### src/inc/clock_ctrl_pkg.sv
// constants, layouts and types for the system clock source and pll control block
// assumes an 8-bit register port and a single 20 MHz block clock
package clock_ctrl_pkg;

  // register port geometry
  localparam int ADDR_W = 8;
  localparam int DATA_W = 8;

  // register offsets
  localparam logic [7:0] KEY_UNLOCK_OFFSET = 8'heb;
  localparam logic [7:0] DIV_CFG_OFFSET = 8'hf9;
  localparam logic [7:0] PLL_CFG_OFFSET = 8'hfa;

  // values after reset
  localparam logic [7:0] DIV_CFG_RESET = 8'h01;
  localparam logic [7:0] PLL_CFG_RESET = 8'h00;

  // unlock key sequence
  localparam logic [7:0] KEY_FIRST = 8'h8f;
  localparam logic [7:0] KEY_SECOND = 8'h32;
  localparam logic [7:0] KEY_THIRD = 8'h50;

  // divider config field positions
  localparam int DIV_CODE_LSB = 5;
  localparam int DIV_CODE_MSB = 6;

  // pll config field positions
  localparam int LOCK_BIT = 7;
  localparam int PLL_N_LSB = 5;
  localparam int PLL_N_MSB = 6;
  localparam int DIV_SEL_BIT = 4;
  localparam int SRC_SEL_BIT = 2;
  localparam int CHG_BIT = 1;
  localparam int PLL_EN_BIT = 0;

  // pll frequency codes
  localparam logic [1:0] PLL_N_51M = 2'h0;
  localparam logic [1:0] PLL_N_BAD = 2'h1;
  localparam logic [1:0] PLL_N_64M = 2'h2;
  localparam logic [1:0] PLL_N_38M = 2'h3;

  // time given to the pll to take a new code, in ns, and as block clock cycles
  localparam int CLK_PERIOD_NS = 50;
  localparam int PLL_APPLY_NS = 400;
  localparam int PLL_APPLY_CYCLES = (PLL_APPLY_NS + CLK_PERIOD_NS - 1) / CLK_PERIOD_NS;
  localparam int APPLY_CNT_W = 4;

  // divider counter width (largest divide is 16)
  localparam int DIV_CNT_W = 4;

  // key sequencer states
  typedef enum logic [1:0] {
    KEY_IDLE,
    KEY_GOT_FIRST,
    KEY_GOT_SECOND,
    KEY_OPEN
  } key_state_t;

  // control handed to the analog pll
  typedef struct packed {
    logic enable;
    logic [1:0] freq_code;
    logic apply;
  } pll_ctrl_t;

  // clock selection actually in use
  typedef struct packed {
    logic source_pll;
    logic [DIV_CNT_W-1:0] div_limit;
  } clk_sel_t;

endpackage : clock_ctrl_pkg

### src/hdl/clock_ctrl.sv
// system clock source selection, pll programming and divider with key-protected registers
// assumes software alone drives the register port; pll lock arrives synchronous to clock_in
// Summary of operation
// - source select: 0 oscillator, 1 pll once the pll is enabled and locked
// - divider code gives divide by 2/4/8/16
// - pll source bypasses the divider
// - divided select 0 passes source through
// - pll code sets 51.204/64/38.403 mhz
// - code 11 gives 38.403 mhz undivided, divide select is ignored on pll source
// - lock flag reads 1 only when locked
// - hardware clears change strobe after apply
// - protected writes need three-key unlock first
// - pll enable bit powers pll up/down
`timescale 1ns/1ps
module clock_ctrl (
  // clock and reset
  input wire logic clock_in,
  input wire logic rstn_in,
  // register port
  input wire logic [clock_ctrl_pkg::ADDR_W-1:0] addr_in,
  input wire logic [clock_ctrl_pkg::DATA_W-1:0] wdata_in,
  input wire logic wr_in,
  input wire logic rd_in,
  output logic [clock_ctrl_pkg::DATA_W-1:0] rdata_out,
  // pll interface
  input wire logic pll_locked_in,
  output clock_ctrl_pkg::pll_ctrl_t pll_ctrl_out,
  // system clock outputs
  output clock_ctrl_pkg::clk_sel_t clk_sel_out,
  output logic sys_clk_en_out
);
  import clock_ctrl_pkg::*;

  logic rst_meta_q;
  logic rst_sync_q;
  wire rstn = rst_sync_q;

  // reset release through two flops, assertion stays asynchronous
  always_ff @(posedge clock_in or negedge rstn_in)
  begin
    if (!rstn_in)
    begin
      rst_meta_q <= 1'b0;
      rst_sync_q <= 1'b0;
    end
    else
    begin
      rst_meta_q <= 1'b1;
      rst_sync_q <= rst_meta_q;
    end
  end

  key_state_t key_q;
  key_state_t key_d;
  logic [7:0] div_cfg_q;
  logic [7:0] pll_cfg_q;
  logic chg_q;
  logic [APPLY_CNT_W-1:0] apply_cnt_q;
  logic [1:0] pll_n_active_q;
  logic [DATA_W-1:0] rdata_q;
  logic src_active_q;
  logic [DIV_CNT_W-1:0] limit_q;
  logic [DIV_CNT_W-1:0] cnt_q;
  logic en_q;

  // address decode
  wire hit_key = addr_in == KEY_UNLOCK_OFFSET;
  wire hit_div = addr_in == DIV_CFG_OFFSET;
  wire hit_pll = addr_in == PLL_CFG_OFFSET;
  wire wr_key = wr_in && hit_key;
  wire unlocked = key_q == KEY_OPEN;
  wire wr_div = wr_in && hit_div && unlocked;
  wire wr_pll = wr_in && hit_pll && unlocked;
  wire wr_prot = wr_in && (hit_div || hit_pll);

  // configuration fields
  wire pll_en = pll_cfg_q[PLL_EN_BIT];
  wire src_sel = pll_cfg_q[SRC_SEL_BIT];
  wire div_sel = pll_cfg_q[DIV_SEL_BIT];
  wire [1:0] div_code = div_cfg_q[DIV_CODE_MSB:DIV_CODE_LSB];
  wire lock_flag = pll_en && pll_locked_in;

  // key sequencer: each protected write, allowed or not, closes the lock again
  always_comb
  begin
    key_d = key_q;
    if (wr_key)
    begin
      case (key_q)
        KEY_IDLE: key_d = (wdata_in == KEY_FIRST) ? KEY_GOT_FIRST : KEY_IDLE;
        KEY_GOT_FIRST: key_d = (wdata_in == KEY_SECOND) ? KEY_GOT_SECOND : KEY_IDLE;
        KEY_GOT_SECOND: key_d = (wdata_in == KEY_THIRD) ? KEY_OPEN : KEY_IDLE;
        KEY_OPEN: key_d = (wdata_in == KEY_FIRST) ? KEY_GOT_FIRST : KEY_IDLE;
        default: key_d = KEY_IDLE;
      endcase
    end
    else if (wr_prot)
    begin
      key_d = KEY_IDLE;
    end
  end

  always_ff @(posedge clock_in or negedge rstn)
  begin
    if (!rstn)
      key_q <= KEY_IDLE;
    else
      key_q <= key_d;
  end

  // control registers; lock bit is read-only and not stored
  always_ff @(posedge clock_in or negedge rstn)
  begin
    if (!rstn)
    begin
      div_cfg_q <= DIV_CFG_RESET;
      pll_cfg_q <= PLL_CFG_RESET;
    end
    else
    begin
      if (wr_div)
        div_cfg_q <= wdata_in;
      if (wr_pll)
        pll_cfg_q <= {1'b0, wdata_in[6:2], 1'b0, wdata_in[PLL_EN_BIT]};
    end
  end

  // change strobe: a new software request wins over the hardware clear
  wire chg_set = wr_pll && wdata_in[CHG_BIT];
  // the count starts at zero on the set edge, so the last apply cycle is one below the limit
  wire apply_done = chg_q && (apply_cnt_q == APPLY_CNT_W'(PLL_APPLY_CYCLES - 1));

  // strobe latches the code; self-clear after the apply time
  always_ff @(posedge clock_in or negedge rstn)
  begin
    if (!rstn)
    begin
      chg_q <= 1'b0;
      apply_cnt_q <= '0;
      pll_n_active_q <= PLL_N_51M;
    end
    else if (chg_set)
    begin
      chg_q <= 1'b1;
      apply_cnt_q <= '0;
      // prohibited code is never passed on
      if (wdata_in[PLL_N_MSB:PLL_N_LSB] != PLL_N_BAD)
        pll_n_active_q <= wdata_in[PLL_N_MSB:PLL_N_LSB];
    end
    else if (apply_done)
    begin
      chg_q <= 1'b0;
    end
    else if (chg_q)
    begin
      apply_cnt_q <= apply_cnt_q + 1'b1;
    end
  end

  assign pll_ctrl_out.enable = pll_en;
  assign pll_ctrl_out.freq_code = pll_n_active_q;
  assign pll_ctrl_out.apply = chg_q;

  // wanted divide limit (divide-by minus one)
  wire want_src = src_sel && lock_flag;
  wire bypass = want_src || !div_sel;
  wire [DIV_CNT_W-1:0] want_limit = bypass ? '0 : DIV_CNT_W'((5'h2 << div_code) - 5'h1);

  // settings are taken only where the current period ends, so no runt period
  wire wrap = cnt_q == limit_q;
  always_ff @(posedge clock_in or negedge rstn)
  begin
    if (!rstn)
    begin
      src_active_q <= 1'b0;
      limit_q <= '0;
      cnt_q <= '0;
      en_q <= 1'b0;
    end
    else
    begin
      en_q <= wrap;
      if (wrap)
      begin
        cnt_q <= '0;
        src_active_q <= want_src;
        limit_q <= want_limit;
      end
      else
      begin
        cnt_q <= cnt_q + 1'b1;
      end
    end
  end

  assign clk_sel_out.source_pll = src_active_q;
  assign clk_sel_out.div_limit = limit_q;
  assign sys_clk_en_out = en_q;

  // read mux; key register and unmapped offsets read zero
  wire [7:0] pll_rd = {lock_flag, pll_cfg_q[6:2], chg_q, pll_cfg_q[PLL_EN_BIT]};
  wire [7:0] rd_mux = hit_div ? div_cfg_q : (hit_pll ? pll_rd : 8'h00);
  always_ff @(posedge clock_in or negedge rstn)
  begin
    if (!rstn)
      rdata_q <= 8'h00;
    else
      rdata_q <= rd_in ? rd_mux : 8'h00;
  end
  assign rdata_out = rdata_q;

endmodule : clock_ctrl

### config.mk
export PLATFORM = sky130hd
export DESIGN_NAME = clock_ctrl
export DESIGN_NICKNAME = d
export VERILOG_FILES = /design/src/inc/clock_ctrl_pkg.sv /design/src/hdl/clock_ctrl.sv
export SDC_FILE = /design/constraint.sdc
export NUM_CORES = 1
export LEC_CHECK = 0
export BUFFER_PORTS_ARGS = -buffer_cell sky130_fd_sc_hd__buf_2
export CAP_MARGIN = 15
export CORE_MARGIN = 2
export CORE_UTILIZATION = 55
export CTS_BUF_LIST = sky130_fd_sc_hd__clkbuf_16
export CTS_CLUSTER_SIZE = 28
export DETAILED_ROUTE_END_ITERATION = 8
export PLACE_DENSITY = 0.78
export SLEW_MARGIN = 10
export SYNTH_ARGS = -nofsm -noshare
export SYNTH_HDL_FRONTEND = slang
export SYNTH_SLANG_ARGS = --single-unit
### constraint.sdc
create_clock -name clock_in -period 3 [get_ports clock_in]
set_input_delay 0.45 -clock clock_in [delete_from_list [all_inputs] [get_ports clock_in]]
set_output_delay 0.45 -clock clock_in [all_outputs]
set_load 0.05 [all_outputs]
==> metrics, run 1 <==
Mapped Cells roughly 160; Mean Syn Cell Area ~12 µm²; proportion of layout cells with a drive suffix above 1 between 30% and 40%; placed cell count about 250; Clock Skews around 0.0052 ns; status complete, no violations; FFs w/ async S/R, synth 100.0%; Final ANT Viol Nets 0; routed wire length about 3.7 mm; port bufs 38; Clock Pin Slew Worst Setup and Hold Paths roughly 0.06 ns; FF/Latch Area 0.001077 mm²; clock tree buffer depth 2; CP Capture Type flop; global-route wire length before repair ~6.3 mm; Die H between 60 and 70 µm; final hold viol count 0; hold_buf cts 1; Fin Setup TNS 0 ns; Area contributors post-synth dfrtp_1 (53%), mux2_2 (7.4%), xor2_1 (3.6%); main flop type after synthesis dfrtp_1; CTS-repair resized insts 0; fin nets about 230; CTS tree built; core box area ~0.0034 mm²; routed via count 1378; ant diodes 0; Worst Max-Slew Pin Slew ~0.65 ns; initial antenna violation count 0; Layout area overhead 20.39%; Post-CTS Setup Bufs 0; gr ovfl total 0; gpl congestion 0.7213; vias per inst about 5.4; DRC viols 0; setup violators final 0; pwr/cell area slightly above 500 mW/mm²; commonest non-fill, non-tap cell in the layout dfrtp_1; Worst Hold Class flop to asynchronous set/reset pin; Final Cell Area 0.002371 mm²; Synthesized Nets 190; Synth cell types a little over 40; Clock Latency Late Sink 0.28 ns; leading cell types in the layout, fill and taps excluded dfrtp_1 (42), buf_2 (38), mux2_2 (13); Filler Cell Count between 200 and 250; CTS buffer count 5; Final period util 55.97%; CP Class flop to flop; pin count of the biggest net entering global routing 42; yosys warns 0; maximum clock frequency 0.5956 GHz; dpl cell area ~0.0022 mm²; Rows 21; dpl hpwl between 2 and 3 mm; CP Launch Type flop; Final min period about 1.7 ns; I/O pin total 39; GRT Util Overall 20.44%; Non-Filler Instances ~250; Synth area leader dfrtp_1; number of flops mapped to enable cells by yosys 0; Slew HR around 56%; max-cap check violation count 0; Routed wire per std cell ~14 µm; RSZ-0062 raised after global routing false; critical path fanouts, max 13; Seq/Total Area, Yosys between 50% and 60%; Die Area ~0.004 mm²; Synth Cell Area a little under 0.002 mm²; peak supply drop approximately 0.00026 V; root buffer cell clkbuf_16; Critical Path AT roughly 1.9 ns; Multi-input gate area between 800 and 900 µm²; CTS Sinks 43; number of detailed-route iterations in the first pass 4; register bit total from synthesis 43; Power, Total approximately 1.2 mW; share of the synthesized area in the top cell type approximately 53%; Leakage 1.167 nW; CP Data Required Time around 3.2 ns; vias in the first global route between 1000 and 1500; Slew Viols, Final 0; initial core utilization 58.10%; H-tree depth reported by CTS 2; initial DRC count 84; Die Wd between 60 and 70 µm
-- per-layer routing --
layer / GRT usage (%) / wire (µm) / part of all wire (%) / up-vias
met5: 0 / 0 / 0 / -
met4: 7.065 / 54 / 1.5 / 0
met3: 7.042 / 168 / 4.6 / 5
met2: 34.11 / 1824 / 50 / 33
met1: 24.59 / 1607 / 44 / 671
li1: - / - / - / 669
-- state kept, by name, summed over array words and instances (netlist names) --
register	count
limit_q	4
div_cfg_q	8
chg_q	1
pll_n_active_q	2
src_active_q	1
rdata_out	8
key_q	2
cnt_q	4
rst_meta_q	1
apply_cnt_q	4
sys_clk_en_out	1
pll_cfg_q	6
rst_sync_q	1
-- cells by family (layout without fill, tap and decap cells) --
group | after synthesis | after routing | synth area share (%)
and+or+nand+nor | 52 | 52 | 17.09
DFF | 43 | 43 | 54.70
AOI/OAI and AO/OA | 24 | 24 | 8.577
muxes | 16 | 16 | 8.958
buffers and inverters | 14 | 58 | 3.304
xor gates and xnor gates | 9 | 9 | 4.003
adders and majority gates | 5 | 5 | 3.177
other | 1 | 1 | 0.1904
-- area by class of cell --
class / instances / area share (%)
Timing Repair Buffer: 40 / 8.760
Inverter: 10 / 1.583
Clock buffer: 5 / 5.277
Tap cell: 46 / 2.427
Sequential cell: 43 / 45.44
Clock inverter: 3 / 1.636
Multi-Input combinational cell: 107 / 34.88
-- stage by stage --
stage | setup slack, ns | hold WS [ns] | utilization (%)
2_1_floorplan | 1.363 | 0.1544 | -
3_3_place_gp | 1.329 | 0.2342 | 64.82
3_5_place_dp | 1.251 | 0.2371 | 64.82
4_1_cts | 1.320 | 0.3191 | 69.95
5_1_grt | 1.159 | 0.3776 | 69.95
6_report | 1.321 | 0.2865 | 69.95
-- cells in the mapped netlist, types with 5 or more instances --
cell type,number
a22oi_1,7
dfrtp_1,42
ha_1,5
inv_1,10
mux2_2,13
nand2_1,7
nand3_1,5
nor2_1,6
nor2b_1,9
o21ai_0,5
xor2_1,8
-- worst max-delay path, cell delays in order, from the launching register on --
cell     delay [ns]
dfrtp_1        0.41
xor2_1         0.19
nor4_4         0.64
nand4_1        0.21
o22ai_1        0.15
-- path summary, 6_finish.rpt --
path                                   startpoint                  endpoint  slack [ns]  cells after the start
max reg2reg                limit_q[1]$_DFFE_PN0N_    limit_q[3]$_DFFE_PN0N_        1.32                      4
min in group clock_in        rst_meta_q$_DFF_PN0_      rst_sync_q$_DFF_PN0_        0.35                      0
max in group asynchronous    rst_sync_q$_DFF_PN0_  div_cfg_q[0]$_DFFE_PN1P_        2.35                      1
min                          rst_sync_q$_DFF_PN0_        cnt_q[1]$_DFF_PN0_        0.29                      1
min reg2reg                  rst_sync_q$_DFF_PN0_        cnt_q[1]$_DFF_PN0_        0.29                      1
max                        limit_q[1]$_DFFE_PN0N_    limit_q[3]$_DFFE_PN0N_        1.32                      4
-- power breakdown --
part	switching [mW]	internal (mW)	leakage, nW
combinational	0.0286	0.0177	0.519
sequential	0.000289	0.582	0.567
clock	0.206	0.388	0.0812
total	0.235	0.987	1.17
No activity file was read; power rests on OpenSTA's default activity.
==> run 2, diff against run 1 <==
CORE_UTILIZATION = 49   (was 55)
PLACE_DENSITY = 0.73   (was 0.78)
clock period = 1.5 ns   (was 3 ns; I/O delays follow)
==> run 2 against run 1 <==
- global-route usage grew 0.55 points
- clock skew is essentially flat
- power grew 85%
- die area grew 11%
- cell count grew 5.9%
- via count grew 5.7%
- critical endpoint is now div_cfg_q[7]$_DFFE_PN0P_
- sequential power grew 100%
- first-iteration DRC count shrank 14%
- the flow now finishes with violations (negative setup slack)
- setup slack lost 1.4 ns
- clock power grew 68%
==> metrics, run 2 (synthesis gave the netlist of run 1 again) <==
Leakage around 1.2 nW; Die Area roughly 0.0045 mm²; Die Wd slightly below 70 µm; pwr/cell area 894.2 mW/mm²; Reg power frac just over 50%; Critical Path AT about 1.7 ns; peak supply drop 0.0005182 V; H-tree depth reported by CTS 2; Worst R2R Start key_q[0]$_DFFE_PN0P_; gpl congestion approximately 0.76; routed via count 1456; final hold viol count 0; DRC viols 0; number of detailed-route iterations in the first pass 4; status finished, violations left; global-route wire length before repair approximately 6.9 mm; vias in the first global route 1460; Worst Hold Class flop to asynchronous set/reset pin; Clock Skews around 0.005 ns; Combinational Power Share around 4.4%; root buffer cell clkbuf_16; switching pwr ~0.46 mW; core box area a little under 0.004 mm²; dpl cell area about 0.0023 mm²; Die H about 67 µm; Hold Slack slightly above 0.08 ns; Layout area overhead 28.46%; CP Capture Type flop; Routed wire per std cell 15.41 µm; Final WS setup -0.04540 ns; Rows 23; RSZ-0062 raised after global routing true; port bufs 38; vias per inst around 5.4; dpl hpwl slightly below 3 mm; I/O pin total 39; ant diodes 0; critical path fanouts, max 8; Clock Pin Slew Worst Setup and Hold Paths roughly 0.060 ns; initial antenna violation count 0; CP Launch Type flop; Final Cell Area 0.002530 mm²; CTS Sinks 43; fin nets ~240; Internal 1.803 mW; Filler Cell Count 320; FF/Latch Area between 0.001 and 0.0015 mm²; initial core utilization 49.95%; CP Data Required Time 1.66 ns; placed cell count ~260; crit path from key_q[0]$_DFFE_PN0P_; initial DRC count a little over 70; failing checks negative setup slack; commonest non-fill, non-tap cell in the layout dfrtp_1; maximum clock frequency about 0.65 GHz; Fin Setup TNS -0.4574 ns; Clock power frac a little over two fifths; proportion of layout cells with a drive suffix above 1 between 30% and 40%; GRT Util Overall between 20% and 30%; Slew Viols, Final 0; max-cap check violation count 0; Final ANT Viol Nets 0; Multi-input gate area ~890 µm²; Clock Latency Late Sink 0.28 ns; CP Class flop to flop; pin count of the biggest net entering global routing 40; sw frac 20.30%; gr ovfl total 0; setup violators final 14; CTS buffer count 5; Final min period 1.545 ns; clock tree buffer depth 2; CTS tree built; fin util between 60% and 70%; Final period util 103.0%; routed wire length 4.146 mm; leading cell types in the layout, fill and taps excluded dfrtp_1 (39), buf_2 (38), mux2_4 (13); Non-Filler Instances around 270
## run 2: cell count changes in the layout (fill, tap and decap cells not counted), sizes merged
cell	delta
buf	+11
bufinv	-1
inv	+2
clkinv	-1
## run 2: final timing paths
check | cells after the start | slack (ns) | endpoint
worst max register to register | 6 | -0.05 | div_cfg_q[7]$_DFFE_PN0P_
max in group asynchronous | 1 | 0.90 | div_cfg_q[0]$_DFFE_PN1P_
min in group clock_in | 2 | 0.23 | div_cfg_q[0]$_DFFE_PN1P_
worst min register to register | 0 | 0.08 | key_q[1]$_DFFE_PN0P_
worst min-delay path | 0 | 0.08 | key_q[1]$_DFFE_PN0P_
worst max-delay path | 6 | -0.05 | div_cfg_q[7]$_DFFE_PN0P_
## run 2: worst max-delay path, stage by stage (launching register included)
cell,delay (ns)
dfrtp_1,0.40
ha_2,0.20
nand4_1,0.11
buf_4,0.17
nor2_4,0.09
buf_12,0.14
mux2_4,0.31
## run 2: power groups by stage
stage | combinational [mW] | sequential, mW | clock [mW]
after CTS | 0.100 | 1.17 | 1.02
after detailed placement | 0.0967 | 1.19 | 0
final | 0.0994 | 1.17 | 0.996
after floorplan | 0.0212 | 1.20 | 0
after global routing | 0.111 | 1.17 | 1.07
after global placement | 0.0916 | 1.19 | 0
## run 2: layout make-up
cell class                      instances  area share (%)
Timing Repair Buffer                   51           12.61
Clock inverter                          3          0.4946
Tap cell                               50           2.473
Sequential cell                        43           42.73
Inverter                               10           1.484
Multi-Input combinational cell        107           35.26
Clock buffer                            5           4.946
## run 2: repair_timing
item,CTS,global route
setup endpoints to repair,13,21
buffers inserted,3,2
hold buffers,1,0
gates resized for setup,14,7
endpoints found under the hold margin,2,0
pin swaps,7,6
## run 2: metal layers
layer / track usage [%] / routed length [µm]
met1: 25.22 / 1727
met2: 35.64 / 2112
met3: 5.667 / 219
met4: 8.673 / 86
met5: 0 / 0
## run 2: through the flow
stage                     setup slack (ns)  total power [mW]
after floorplan                   0.001826             1.221
after global placement            0.003618             1.278
after detailed placement          -0.06988             1.284
after CTS                         -0.05064             2.291
after global routing               -0.1314             2.344
final                             -0.04540             2.262
